$ cat config.mk
export PLATFORM = sky130hd
export DESIGN_NAME = pss_supervisor
export DESIGN_NICKNAME = d
export VERILOG_FILES = /design/src/inc/pss_pkg.sv /design/src/logic/pss_supervisor.sv
export SDC_FILE = /design/constraint.sdc
export NUM_CORES = 1
export LEC_CHECK = 0
export BUFFER_PORTS_ARGS = -buffer_cell sky130_fd_sc_hd__buf_2
export CAP_MARGIN = 20
export CORE_ASPECT_RATIO = 2
export CORE_MARGIN = 5
export CORE_UTILIZATION = 59
export CTS_CLUSTER_SIZE = 16
export DETAILED_ROUTE_END_ITERATION = 10
export PLACE_DENSITY = 0.76
export SYNTH_ARGS = -nofsm -noshare
export SYNTH_HDL_FRONTEND = slang
export SYNTH_SLANG_ARGS = --single-unit
$ cat constraint.sdc
create_clock -name clk -period 5.25 [get_ports clk]
set_input_delay 0.525 -clock clk [delete_from_list [all_inputs] [get_ports clk]]
set_output_delay 0.525 -clock clk [all_outputs]
set_load 0.01 [all_outputs]
$ cat src/inc/pss_pkg.sv
// shared constants and types for the pump sequencing supervisor
package pss_pkg;
	localparam int PUMPS = 3;
	localparam int CLK_HZ = 200_000_000;
	localparam int TICK_PERIOD_S = 1;
	localparam int TICK_CYCLES = CLK_HZ * TICK_PERIOD_S;
	localparam logic [31:0] SEC_PER_TENTH_HOUR = 32'h0000_0168;
	// register byte offsets
	localparam logic [7:0] ADDR_CTRL = 8'h00;
	localparam logic [7:0] ADDR_START_DLY = 8'h04;
	localparam logic [7:0] ADDR_STOP_DLY = 8'h08;
	localparam logic [7:0] ADDR_CONF_TO = 8'h0c;
	localparam logic [7:0] ADDR_SEAL_DLY = 8'h10;
	localparam logic [7:0] ADDR_RUN_LIMIT = 8'h14;
	localparam logic [7:0] ADDR_ORDER = 8'h18;
	localparam logic [7:0] ADDR_STATUS = 8'h1c;
	localparam logic [7:0] ADDR_FAULT_CLR = 8'h20;
	localparam logic [7:0] ADDR_DEMAND = 8'h24;
	localparam logic [7:0] ADDR_CMD = 8'h28;
	localparam logic [7:0] ADDR_STATS = 8'h40;
	// command bits, status field positions
	localparam int CMD_ADVANCE = 0;
	localparam int CMD_CLEAR_STATS = 1;
	localparam int STAT_CALL = 0;
	localparam int STAT_FAILED = 4;
	localparam int STAT_OVERTEMP = 8;
	localparam int STAT_SEAL = 12;
	localparam int STAT_RUN_FAIL = 16;
	localparam int STAT_LEAD = 20;
	// reset values, timings in seconds except the run limit in tenths of an hour
	localparam logic [15:0] START_DLY_RST = 16'h0005;
	localparam logic [15:0] STOP_DLY_RST = 16'h0003;
	localparam logic [15:0] CONF_TO_RST = 16'h000a;
	localparam logic [15:0] SEAL_DLY_RST = 16'h000a;
	localparam logic [15:0] RUN_LIMIT_RST = 16'h00f0;
	localparam logic [5:0] ORDER_RST = 6'h24;
	localparam logic [1:0] DEMAND_RST = 2'h0;
	typedef struct packed {
		logic rotate;
		logic makeFirst;
		logic failOnSeal;
		logic sealEn;
		logic otActiveLow;
		logic otEn;
		logic confEn;
	} pss_ctrl_t;
	localparam pss_ctrl_t CTRL_RST = 7'h40;
	typedef struct packed {
		logic cyc;
		logic stb;
		logic we;
		logic [3:0] sel;
		logic [7:0] adr;
		logic [31:0] dat;
	} pss_wb_req_t;
endpackage : pss_pkg

$ cat src/logic/pss_supervisor.sv
// pump sequencing supervisor with wishbone register slave
//
// Design decisions made here: the Wishbone register port and the placing of the registers.
`timescale 1ns/100ps
// Contract
// - each further pump start waits the start spacing since the previous start
// - after power-up the lead pump call also waits the start spacing
// - each further pump stop waits the stop spacing since the previous stop
// - unconfirmed call past the timeout raises alarm, fails pump, calls replacement
// - run-confirm timeout check only acts while monitoring is enabled
// - a pump running longer than the run limit is stopped, alternate started
// - seal derivation: on temperature input rising, wait decision delay, sample run-confirm
// - pump stopped at the sample means over-temperature
// - pump still running at the sample means seal failure
// - seal decision delay is set in seconds, default ten, from input rising
// - fail-on-seal option fails pump and drops its call on seal failure
// - configured order is fixed order, or starting order when rotating
// - make-first advance energises the alternate before dropping the running pump
// - break-first advance drops the running pump before energising the alternate
// - manual advance makes the next pump in rotation the lead
// - clear-statistics zeroes every pump's run time and start count
// - active temperature input with monitoring enabled and seal derivation off drops pump from service
// - polarity setting picks active level of the temperature input
module pss_supervisor #(
	parameter int N = pss_pkg::PUMPS,
	parameter int TickCycles = pss_pkg::TICK_CYCLES
) (
	input wire logic clk,
	input wire logic rst_b,
	input wire pss_pkg::pss_wb_req_t wbReq,
	output logic wbAck,
	output logic [31:0] wbDat,
	input wire logic [N-1:0] runConfirm,
	input wire logic [N-1:0] tempSeal,
	output logic [N-1:0] pumpCall,
	output logic [N-1:0] pumpFailed,
	output logic [N-1:0] runFailAlarm,
	output logic [N-1:0] overTempFlag,
	output logic [N-1:0] sealFailFlag
);
	function automatic logic [1:0] nextPos(input logic [1:0] p);
		return (p == 2'(N - 1)) ? 2'h0 : p + 2'h1;
	endfunction : nextPos
	function automatic logic [1:0] popCnt(input logic [N-1:0] v);
		logic [1:0] c;
		c = 2'h0;
		for (int i = 0; i < N; i++) begin
			c = c + 2'(v[i]);
		end
		return c;
	endfunction : popCnt
	function automatic logic [15:0] merge16(input logic [15:0] old, input logic [31:0] d, input logic [3:0] s);
		return {s[1] ? d[15:8] : old[15:8], s[0] ? d[7:0] : old[7:0]};
	endfunction : merge16
	pss_pkg::pss_ctrl_t ctrlFf;
	logic ackFf, cmdAdvFf, cmdClrFf, tickFf, wrEn, fltClr;
	logic startPick, stopPick, startFire, stopFire, runLimHit, doAdvance;
	logic [31:0] datFf, tickCntFf, limSec;
	logic [15:0] startDlyFf, stopDlyFf, confToFf, sealDlyFf, runLimFf, startGapFf, stopGapFf;
	logic [5:0] orderFf;
	logic [1:0] demandFf, leadFf, nCalled, nxt_lead, startSel, stopSel;
	logic [N-1:0] runMetaFf, runSyncFf, tempMetaFf, tempSyncFf, tempActDlyFf;
	logic [N-1:0] callFf, failedFf, runFailFf, overTempFf, sealFf, sealBusyFf;
	logic [N-1:0] tempAct, unavail, want, nxt_call, fltClrMask;
	logic [15:0] confCntFf [N], sealCntFf [N], startsFf [N];
	logic [31:0] runSecFf [N], runTotFf [N];

	assign wrEn = wbReq.cyc && wbReq.stb && wbReq.we && !ackFf;
	assign fltClr = wrEn && wbReq.adr == pss_pkg::ADDR_FAULT_CLR;
	assign fltClrMask = fltClr ? wbReq.dat[N-1:0] : '0;
	assign tempAct = tempSyncFf ^ {N{ctrlFf.otActiveLow}};
	assign unavail = failedFf | (overTempFf & {N{ctrlFf.otEn}});
	assign nCalled = popCnt(callFf);
	assign limSec = 32'(runLimFf) * pss_pkg::SEC_PER_TENTH_HOUR;

	// pin synchronisers
	always_ff @(posedge clk or negedge rst_b) begin
		if (!rst_b) begin
			runMetaFf <= '0;
			runSyncFf <= '0;
			tempMetaFf <= '0;
			tempSyncFf <= '0;
			tempActDlyFf <= '0;
		end else begin
			runMetaFf <= runConfirm;
			runSyncFf <= runMetaFf;
			tempMetaFf <= tempSeal;
			tempSyncFf <= tempMetaFf;
			tempActDlyFf <= tempAct;
		end
	end
	// one-second tick
	always_ff @(posedge clk or negedge rst_b) begin
		if (!rst_b) begin
			tickCntFf <= '0;
			tickFf <= 1'b0;
		end else begin
			tickFf <= tickCntFf == 32'(TickCycles - 1);
			tickCntFf <= (tickCntFf == 32'(TickCycles - 1)) ? '0 : tickCntFf + 32'h1;
		end
	end
	// wishbone slave
	always_ff @(posedge clk or negedge rst_b) begin
		if (!rst_b) begin
			ackFf <= 1'b0;
			datFf <= '0;
		end else begin
			ackFf <= wbReq.cyc && wbReq.stb && !ackFf;
			datFf <= '0;
			case (wbReq.adr)
				pss_pkg::ADDR_CTRL: datFf <= 32'(ctrlFf);
				pss_pkg::ADDR_START_DLY: datFf <= 32'(startDlyFf);
				pss_pkg::ADDR_STOP_DLY: datFf <= 32'(stopDlyFf);
				pss_pkg::ADDR_CONF_TO: datFf <= 32'(confToFf);
				pss_pkg::ADDR_SEAL_DLY: datFf <= 32'(sealDlyFf);
				pss_pkg::ADDR_RUN_LIMIT: datFf <= 32'(runLimFf);
				pss_pkg::ADDR_ORDER: datFf <= 32'(orderFf);
				pss_pkg::ADDR_DEMAND: datFf <= 32'(demandFf);
				pss_pkg::ADDR_STATUS: begin
					datFf[pss_pkg::STAT_CALL +: N] <= callFf;
					datFf[pss_pkg::STAT_FAILED +: N] <= failedFf;
					datFf[pss_pkg::STAT_OVERTEMP +: N] <= overTempFf;
					datFf[pss_pkg::STAT_SEAL +: N] <= sealFf;
					datFf[pss_pkg::STAT_RUN_FAIL +: N] <= runFailFf;
					datFf[pss_pkg::STAT_LEAD +: 2] <= leadFf;
				end
				default: begin
					for (int i = 0; i < N; i++) begin
						if (wbReq.adr == pss_pkg::ADDR_STATS + 8'(8 * i)) begin
							datFf <= runTotFf[i];
						end
						if (wbReq.adr == pss_pkg::ADDR_STATS + 8'(8 * i + 4)) begin
							datFf <= 32'(startsFf[i]);
						end
					end
				end
			endcase
		end
	end
	// configuration registers and one-shot commands
	always_ff @(posedge clk or negedge rst_b) begin
		if (!rst_b) begin
			ctrlFf <= pss_pkg::CTRL_RST;
			startDlyFf <= pss_pkg::START_DLY_RST;
			stopDlyFf <= pss_pkg::STOP_DLY_RST;
			confToFf <= pss_pkg::CONF_TO_RST;
			sealDlyFf <= pss_pkg::SEAL_DLY_RST;
			runLimFf <= pss_pkg::RUN_LIMIT_RST;
			orderFf <= pss_pkg::ORDER_RST;
			demandFf <= pss_pkg::DEMAND_RST;
			cmdAdvFf <= 1'b0;
			cmdClrFf <= 1'b0;
		end else begin
			cmdAdvFf <= 1'b0;
			cmdClrFf <= 1'b0;
			if (wrEn) begin
				case (wbReq.adr)
					pss_pkg::ADDR_CTRL: if (wbReq.sel[0]) ctrlFf <= wbReq.dat[6:0];
					pss_pkg::ADDR_START_DLY: startDlyFf <= merge16(startDlyFf, wbReq.dat, wbReq.sel);
					pss_pkg::ADDR_STOP_DLY: stopDlyFf <= merge16(stopDlyFf, wbReq.dat, wbReq.sel);
					pss_pkg::ADDR_CONF_TO: confToFf <= merge16(confToFf, wbReq.dat, wbReq.sel);
					pss_pkg::ADDR_SEAL_DLY: sealDlyFf <= merge16(sealDlyFf, wbReq.dat, wbReq.sel);
					pss_pkg::ADDR_RUN_LIMIT: runLimFf <= merge16(runLimFf, wbReq.dat, wbReq.sel);
					pss_pkg::ADDR_ORDER: if (wbReq.sel[0]) orderFf <= wbReq.dat[5:0];
					pss_pkg::ADDR_DEMAND: if (wbReq.sel[0]) demandFf <= wbReq.dat[1:0];
					pss_pkg::ADDR_CMD: begin
						cmdAdvFf <= wbReq.sel[0] && wbReq.dat[pss_pkg::CMD_ADVANCE];
						cmdClrFf <= wbReq.sel[0] && wbReq.dat[pss_pkg::CMD_CLEAR_STATS];
					end
					default: ;
				endcase
			end
		end
	end
	// wanted pumps from the lead along the order, start and stop picks
	always_comb begin
		logic [1:0] pos, p, cnt;
		pos = leadFf;
		p = 2'h0;
		cnt = 2'h0;
		want = '0;
		startPick = 1'b0;
		startSel = 2'h0;
		stopPick = 1'b0;
		stopSel = 2'h0;
		for (int k = 0; k < N; k++) begin
			p = orderFf[2 * pos +: 2];
			if (!unavail[p] && cnt < demandFf) begin
				want[p] = 1'b1;
				cnt = cnt + 2'h1;
				if (!callFf[p] && !startPick) begin
					startPick = 1'b1;
					startSel = p;
				end
			end
			pos = nextPos(pos);
		end
		for (int i = N - 1; i >= 0; i--) begin
			if (callFf[i] && !want[i] && !unavail[i]) begin
				stopPick = 1'b1;
				stopSel = 2'(i);
			end
		end
	end
	assign startFire = startPick && startGapFf >= startDlyFf &&
		(ctrlFf.makeFirst ? nCalled <= demandFf : nCalled < demandFf);
	assign stopFire = stopPick && stopGapFf >= stopDlyFf &&
		(!ctrlFf.makeFirst || nCalled > demandFf);
	always_comb begin
		runLimHit = 1'b0;
		for (int i = 0; i < N; i++) begin
			if (callFf[i] && tickFf && runSecFf[i] == limSec) begin
				runLimHit = 1'b1;
			end
		end
	end
	assign doAdvance = cmdAdvFf || runLimHit || (ctrlFf.rotate && stopFire && nCalled == 2'h1 && demandFf == 2'h0);
	assign nxt_lead = doAdvance ? nextPos(leadFf) : leadFf;
	always_comb begin
		nxt_call = callFf & ~unavail;
		if (startFire) begin
			nxt_call[startSel] = 1'b1;
		end
		if (stopFire) begin
			nxt_call[stopSel] = 1'b0;
		end
	end
	// pump calls, spacing timers, lead
	always_ff @(posedge clk or negedge rst_b) begin
		if (!rst_b) begin
			callFf <= '0;
			leadFf <= 2'h0;
			startGapFf <= '0;
			stopGapFf <= '0;
		end else begin
			callFf <= nxt_call;
			leadFf <= nxt_lead;
			if (startFire) begin
				startGapFf <= '0;
			end else if (tickFf && startGapFf != 16'hffff) begin
				startGapFf <= startGapFf + 16'h1;
			end
			if (stopFire) begin
				stopGapFf <= '0;
			end else if (tickFf && stopGapFf != 16'hffff) begin
				stopGapFf <= stopGapFf + 16'h1;
			end
		end
	end
	// run confirm, seal derivation and fault flags
	always_ff @(posedge clk or negedge rst_b) begin
		if (!rst_b) begin
			failedFf <= '0;
			runFailFf <= '0;
			overTempFf <= '0;
			sealFf <= '0;
			sealBusyFf <= '0;
			for (int i = 0; i < N; i++) begin
				confCntFf[i] <= '0;
				sealCntFf[i] <= '0;
			end
		end else begin
			for (int i = 0; i < N; i++) begin
				logic fSet, rSet, oSet, sSet;
				fSet = 1'b0;
				rSet = 1'b0;
				oSet = 1'b0;
				sSet = 1'b0;
				if (!ctrlFf.confEn || !callFf[i] || runSyncFf[i]) begin
					confCntFf[i] <= '0;
				end else if (tickFf) begin
					confCntFf[i] <= confCntFf[i] + 16'h1;
					if (confCntFf[i] + 16'h1 >= confToFf) begin
						rSet = 1'b1;
						fSet = 1'b1;
					end
				end
				if (ctrlFf.sealEn && tempAct[i] && !tempActDlyFf[i]) begin
					sealBusyFf[i] <= 1'b1;
					sealCntFf[i] <= '0;
				end else if (sealBusyFf[i] && tickFf) begin
					sealCntFf[i] <= sealCntFf[i] + 16'h1;
					if (sealCntFf[i] + 16'h1 >= sealDlyFf) begin
						sealBusyFf[i] <= 1'b0;
						if (runSyncFf[i]) begin
							sSet = 1'b1;
							fSet = ctrlFf.failOnSeal;
						end else begin
							oSet = 1'b1;
						end
					end
				end
				if (!ctrlFf.sealEn && ctrlFf.otEn && tempAct[i]) begin
					oSet = 1'b1;
				end
				failedFf[i] <= (failedFf[i] && !fltClrMask[i]) || fSet;
				runFailFf[i] <= (runFailFf[i] && !fltClrMask[i]) || rSet;
				overTempFf[i] <= (overTempFf[i] && !fltClrMask[i]) || oSet;
				sealFf[i] <= (sealFf[i] && !fltClrMask[i]) || sSet;
			end
		end
	end

	// run time and start statistics
	always_ff @(posedge clk or negedge rst_b) begin
		if (!rst_b) begin
			for (int i = 0; i < N; i++) begin
				runSecFf[i] <= '0;
				runTotFf[i] <= '0;
				startsFf[i] <= '0;
			end
		end else begin
			for (int i = 0; i < N; i++) begin
				runSecFf[i] <= !callFf[i] ? '0 : runSecFf[i] + 32'(tickFf);
				if (cmdClrFf) begin
					runTotFf[i] <= '0;
					startsFf[i] <= '0;
				end else begin
					runTotFf[i] <= runTotFf[i] + 32'(tickFf && callFf[i]);
					startsFf[i] <= startsFf[i] + 16'(startFire && startSel == 2'(i));
				end
			end
		end
	end

	assign wbAck = ackFf;
	assign wbDat = datFf;
	assign pumpCall = callFf;
	assign pumpFailed = failedFf;
	assign runFailAlarm = runFailFf;
	assign overTempFlag = overTempFf;
	assign sealFailFlag = sealFf;
endmodule : pss_supervisor

* Word-level counts from Yosys, hierarchy flattened *
Cells that the tools add are included.

storage, ports and cells
  register bits = 566
  bits in latches = 0
  memory bits (writable) = 0
  bits in read-only memories = 0
  input bits = 55
  output and inout bits = 48
  memories kept = 0

cells by class
  add/sub/neg operators = 23
  $mul = 1
  div/mod/pow operators = 0
  order comparisons = 24
  equality and inequality tests = 27
  shift-type cells = 3
  mux-type cells = 159
  bitwise logic cells = 10
  reductions and logical operators = 148

operator list
  operator                                                               number
  32-bit 2-to-1 mux                                                      13
  16-bit 2-to-1 mux                                                      19
  32-bit by 1-bit adder with 32-bit output                               6
  16-bit by 1-bit adder with 16-bit output (second input constant)       8
  16-bit greater-or-equal comparator                                     8
  32-bit by 25-bit == test with 1-bit output                             3
  1-bit 2-to-1 mux                                                       87
  1-bit logical AND                                                      66
  3-bit one-hot mux with 9 select lines                                  2
  16-bit by 1-bit adder with 16-bit output                               3
  8-bit by 7-bit == test with 1-bit output (second input constant)       6
  3-bit one-hot mux with 7 select lines                                  2
  3-bit AND reduction                                                    13
  32-bit by 1-bit adder with 32-bit output (second input constant)       1
  32-bit by 28-bit == test with 1-bit output (second input constant)     1
  8-bit by 5-bit == test with 1-bit output (second input constant)       4
  16-bit inequality test (second input constant)                         2
  1-bit logical NOT                                                      26
  8-bit by 6-bit == test with 1-bit output (second input constant)       3
  2-bit 2-to-1 mux                                                       12
  16-bit by 6-bit multiplier with 22-bit output (second input constant)  1
  2-bit nonzero test                                                     11
  1-bit logical OR                                                       21
  3-bit 2-to-1 mux                                                       6
  other kinds (33)                                                       71

* Longest topological paths before layout *
  word-level depth = 26
  depth in mapped cells = 21

* Worst setup path after synthesis *
OpenSTA, ideal clock, no wires.

  path kind = register -> register
  start = reg runLimFf[1]
  end = reg leadFf[0]
  library setup time = 0.127 ns
  arrival = 4.715 ns
  path slack = 0.408 ns
  cell stages (with the launch flop) = 17
  buffers on the path = 0
  clock period less this slack = 4.842 ns
  path through = dfrtp_1 ha_1 inv_1 fa_1 fa_1 inv_1 ha_1 o211a_1 a221o_2 a221oi_4 xnor2_1 xnor2_1 o211ai_1 or3_1 nor4_1 a2111o_1 mux2_1

between the ends
  word-level cells in the longest chain between the ends = 8
  elaborated cells on any way between the ends = 12
  those cells by class = 1 x mul; 3 x eq/ne; 3 x mux; 5 x reduce/logical

RTL lines
  element                                          line                   source
  start: declaration                               pss_supervisor.sv:59   logic [15:0] startDlyFf, stopDlyFf, confToFf, sealDlyFf, runLimFf, startGapFf, stopGapFf;
  start signal: assignment                         pss_supervisor.sv:148  runLimFf <= pss_pkg::RUN_LIMIT_RST;
  start signal: assignment                         pss_supervisor.sv:163  pss_pkg::ADDR_RUN_LIMIT: runLimFf <= merge16(runLimFf, wbReq.dat, wbReq.sel);
  16-bit by 6-bit multiplier with 22-bit output *  pss_supervisor.sv:74   assign limSec = 32'(runLimFf) * pss_pkg::SEC_PER_TENTH_HOUR;
  32-bit by 25-bit == test with 1-bit output       pss_supervisor.sv:212  if (callFf[i] && tickFf && runSecFf[i] == limSec) begin
  1-bit logical AND                                pss_supervisor.sv:212
  1-bit 2-to-1 mux (2 in series)                   pss_supervisor.sv:212
  1-bit 2-to-1 mux *                               pss_supervisor.sv:212
  1-bit logical OR * (2 in series)                 pss_supervisor.sv:217  assign doAdvance = cmdAdvFf || runLimHit || (ctrlFf.rotate && stopFire && nCalled == 2'h1 && demandFf == 2'h0) ...
  end signal: assignment                           pss_supervisor.sv:237  leadFf <= nxt_lead;
  end: declaration                                 pss_supervisor.sv:61   logic [1:0] demandFf, leadFf, nCalled, nxt_lead, startSel, stopSel;

Every way passes the cells marked *; elsewhere a longest branch is shown, timed or not.
A chain may end at the register's enable or synchronous reset.

* Final worst setup path *
  start = reg runLimFf[4]
  end = reg leadFf[0]

The elaborated chain is that of the path after synthesis.

==> qor.json <==
{
  "die_height": {"value": 348, "unit": "um"},
  "power_density": {"value": 236, "unit": "mW/mm2"},
  "timing.critical_path.from_type": {"value": "register"},
  "critical_path.top_delay_family": {"value": "adder cells"},
  "floorplan.die_area": {"value": 0.0623, "unit": "mm2"},
  "netlist_area": {"value": 0.0337, "unit": "mm2"},
  "synth_flop_type": {"value": "dfrtp_1"},
  "min_from": {"value": "tempSeal[0]"},
  "arrival": {"value": 5.72, "unit": "ns"},
  "dp_cells": {"value": 4302},
  "post-dp-hpwl": {"value": 74700, "unit": "um"},
  "run_status": {"value": "finished, final reports clean"},
  "period_share": {"value": 99.6, "unit": "%"},
  "drt_drc_violations_left": {"value": 0},
  "finish.utilization": {"value": 66.6, "unit": "%"},
  "startpoint": {"value": "runLimFf[4]"},
  "cts.path.max_buffers": {"value": 3},
  "route.vias.total": {"value": 27100},
  "fin_cells": {"value": 4419},
  "drt_iter0_drc": {"value": 1924},
  "synthDistinctLibCells": {"value": 85},
  "cp.required": {"value": 5.74, "unit": "ns"},
  "remaining_antenna_violation_count_after_routing": {"value": 0},
  "fin_skew": {"value": 0.0185, "unit": "ns"},
  "setup_viol": {"value": 0},
  "synth_sequential_area_ratio": {"value": 42.1, "unit": "%"},
  "port_buffers": {"value": 84},
  "grt_util_all_layers": {"value": 32.1, "unit": "%"},
  "worstReg2RegStart": {"value": "runLimFf[4]"},
  "grt_antenna_before_repair": {"value": 8},
  "register_bit_total_from_synthesis": {"value": 566},
  "clock.fmax": {"value": 0.191, "unit": "GHz"},
  "timing.final.hold_violations": {"value": 0},
  "post_drt_wl_per_cell": {"value": 22.5, "unit": "um"},
  "leakagePower": {"value": 18.3, "unit": "nW"},
  "ff_latch_area": {"value": 0.0142, "unit": "mm2"},
  "final_period_demand_of_the_worst_path": {"value": 5.23, "unit": "ns"},
  "die_width": {"value": 179, "unit": "um"},
  "globalRouteMet1Util": {"value": 33.7, "unit": "%"},
  "drive_above_1_share": {"value": 13.4, "unit": "%"},
  "clkLatencyLatePin": {"value": 0.62, "unit": "ns"},
  "timing.critical_path.buf_inv": {"value": 4},
  "gpl.final_weighted_congestion": {"value": 1.02},
  "yosys_warnings": {"value": 0},
  "avgViaCountPerCell": {"value": 6.14},
  "worst_hold_path_type": {"value": "input pin to register"},
  "syn_avg_cell_area": {"value": 9.76, "unit": "um2"},
  "postRouteWirelength": {"value": 99500, "unit": "um"},
  "area_delta_synth_final": {"value": 12.6, "unit": "%"},
  "critical_path_s_largest_stage_delay": {"value": 0.59, "unit": "ns"},
  "grt_pass1_vias": {"value": 28000},
  "grt.busiest_layer": {"value": "met2"},
  "max_slew.worst_pin.slew": {"value": 1.11, "unit": "ns"},
  "finish.net_count": {"value": 3894},
  "final_max_slew_viol_count": {"value": 0},
  "mappedNetlistNets": {"value": 3734},
  "grt.overflow.total": {"value": 0},
  "async_reset_ff_share": {"value": 100, "unit": "%"},
  "placement_rows": {"value": 124},
  "layout.cells.most_common_list": {"value": "dfrtp_1, nor2_1, nand2_1"},
  "cts_sinks": {"value": 566},
  "total_iterations_of_the_first_detailed_routing_run": {"value": 6},
  "synthesis.instances": {"value": 3452},
  "path_class": {"value": "register to register"},
  "grt_setup_unrepaired": {"value": "yes"},
  "ir_worst_vdd": {"value": 0.306, "unit": "mV"},
  "multi_input_area": {"value": 0.0188, "unit": "mm2"},
  "global_route_wire_length_before_repair": {"value": 154000, "unit": "um"},
  "root_buffer": {"value": "clkbuf_16"},
  "cts_tree": {"value": "done"},
  "io_pins": {"value": 103},
  "synth-edff-count": {"value": 0},
  "largest_net_degree_at_the_start_of_global_routing": {"value": 140},
  "timing.max_cap.violations": {"value": 0},
  "layout.filler_cells": {"value": 4611},
  "core_area": {"value": 0.0569, "unit": "mm2"},
  "critPathMaxFanout": {"value": 4},
  "cp_slowest_cell": {"value": "dfstp_2"},
  "initial_utilization": {"value": 59.2, "unit": "%"},
  "ctsHtreeMaxLevel": {"value": 2},
  "grt.met3_usage": {"value": 5.42, "unit": "%"},
  "global_route.usage.met2": {"value": 54.9, "unit": "%"},
  "commonest_non_fill_non_tap_cell_in_the_layout": {"value": "dfrtp_1"},
  "timing.critical_path.cells": {"value": "ha_4 > ha_4 > inv_2 > fa_1 > inv_1 > ha_2 > fa_2 > a211o_1 > a21o_1 > a2111oi_4 > buf_4 > nor2_4 > xnor2_2 > o31ai_1 > or3_1 > nor4_2 > buf_4 > a2111o_1 > mux2_4"},
  "crit_path_end_kind": {"value": "register"},
  "max_slew_margin": {"value": 25.2, "unit": "%"},
  "clk_pin_slew": {"value": 0.07, "unit": "ns"},
  "numCtsBuffers": {"value": 52}
}
-- power by group --
group          internal [mW]  leakage, nW  switching [mW]
clock                   2.52        0.936            1.77
combinational         0.0885         9.58           0.197
sequential              4.38         7.76          0.0219
total                   6.98         18.3            1.98
-- worst paths after layout --
kind / to / slack, ns / cells past startpoint
worst max-delay path: leadFf[0] / 0.02 / 19
worst min-delay path: tempMetaFf[0] / 0.03 / 1
worst max register to register: leadFf[0] / 0.02 / 19
worst min register to register: runSyncFf[0] / 0.35 / 0
max in group asynchronous: runTotFf[39] / 3.30 / 3
min in group asynchronous: runTotFf[88] / 0.55 / 2
-- cell families after synthesis --
| family | synth area share, % |
|---|---|
| fa+ha+maj | 9.03 |
| buf+inv | 3.10 |
| simple gates | 18.6 |
| flops | 42.1 |
| compound gates | 11.0 |
| mux | 3.86 |
| xor+xnor | 12.3 |
-- area by class of cell --
type                    count  share of cell area (%)
multi-input cells        2613                    49.4
flip-flops and latches    566                    37.4
repair buffers            220                    3.98
clock buffers              68                    3.86
well taps                 756                    2.49
inverters                 159                    1.57
clock inverters            29                    1.19
diodes                      8                  0.0528
-- worst register-to-register path: stages, from the launching register on --
cell	delay, ns
dfstp_2	0.59
ha_4	0.23
ha_4	0.26
inv_2	0.03
fa_1	0.52
inv_1	0.05
ha_2	0.19
fa_2	0.44
a211o_1	0.38
a21o_1	0.25
a2111oi_4	0.37
buf_4	0.19
nor2_4	0.05
xnor2_2	0.17
o31ai_1	0.09
or3_1	0.38
nor4_2	0.27
buf_4	0.19
a2111o_1	0.16
mux2_4	0.31
-- through the flow --
stage          setup WS [ns]  hold slack [ns]  setup TNS, ns  instance area, um2  power (mW)
2_1_floorplan          0.408            0.229              0               33700        4.57
3_3_place_gp         -0.0715            0.333        -0.0715               35600        4.75
3_5_place_dp          -0.173            0.337         -0.263               35600        4.76
4_1_cts               0.0118          0.00416              0               37600        9.02
5_1_grt              -0.0848           0.0188         -0.236               37900        9.23
6_report              0.0201           0.0288              0               37900        8.97
-- per-layer routing --
metal / part of all wire (%) / up-vias / routed length (um)
met5: 0.048 / - / 48
met4: 11 / 6 / 10500
met3: 5.5 / 421 / 5460
met2: 50 / 950 / 49700
met1: 34 / 13400 / 33800
li1: - / 12400 / -
-- sequential cells by signal, indices dropped and copies added (netlist names), 32 cells and up --
register and count:
confCntFf 48, runSecFf 96, runTotFf 96, sealCntFf 48
startsFf 48, tickCntFf 32, wbDat 32
-- Yosys cell counts, types with 18 or more instances --
master	count	area (um2)
nand3_1	169	846
o21ai_0	100	500
clkbuf_1	90	338
ha_1	200	2500
nand2_1	282	1060
mux2_2	102	1150
nor4_1	18	113
xnor2_1	176	1540
inv_1	159	597
and4_1	23	201
a21o_1	73	548
and2_1	84	526
and3_1	97	607
a22o_1	20	175
nand2b_1	23	144
xor2_1	277	2430
nor2_1	367	1380
or3_1	61	382
nand4_1	74	463
a21oi_1	93	465
a22oi_1	72	541
dfrtp_1	551	13800
nor2b_1	27	169
fa_1	27	541
nor3_1	29	145
-- repair_timing --
action | in CTS | in global routing
pin swaps | 15 | 26
hold endpoints to repair | 86 | 0
gates resized for setup | 14 | 41
hold buffers | 4 | 0
buffers inserted | 2 | 5
setup endpoints to repair | 2 | 27
(Power assumes the default switching activity.)
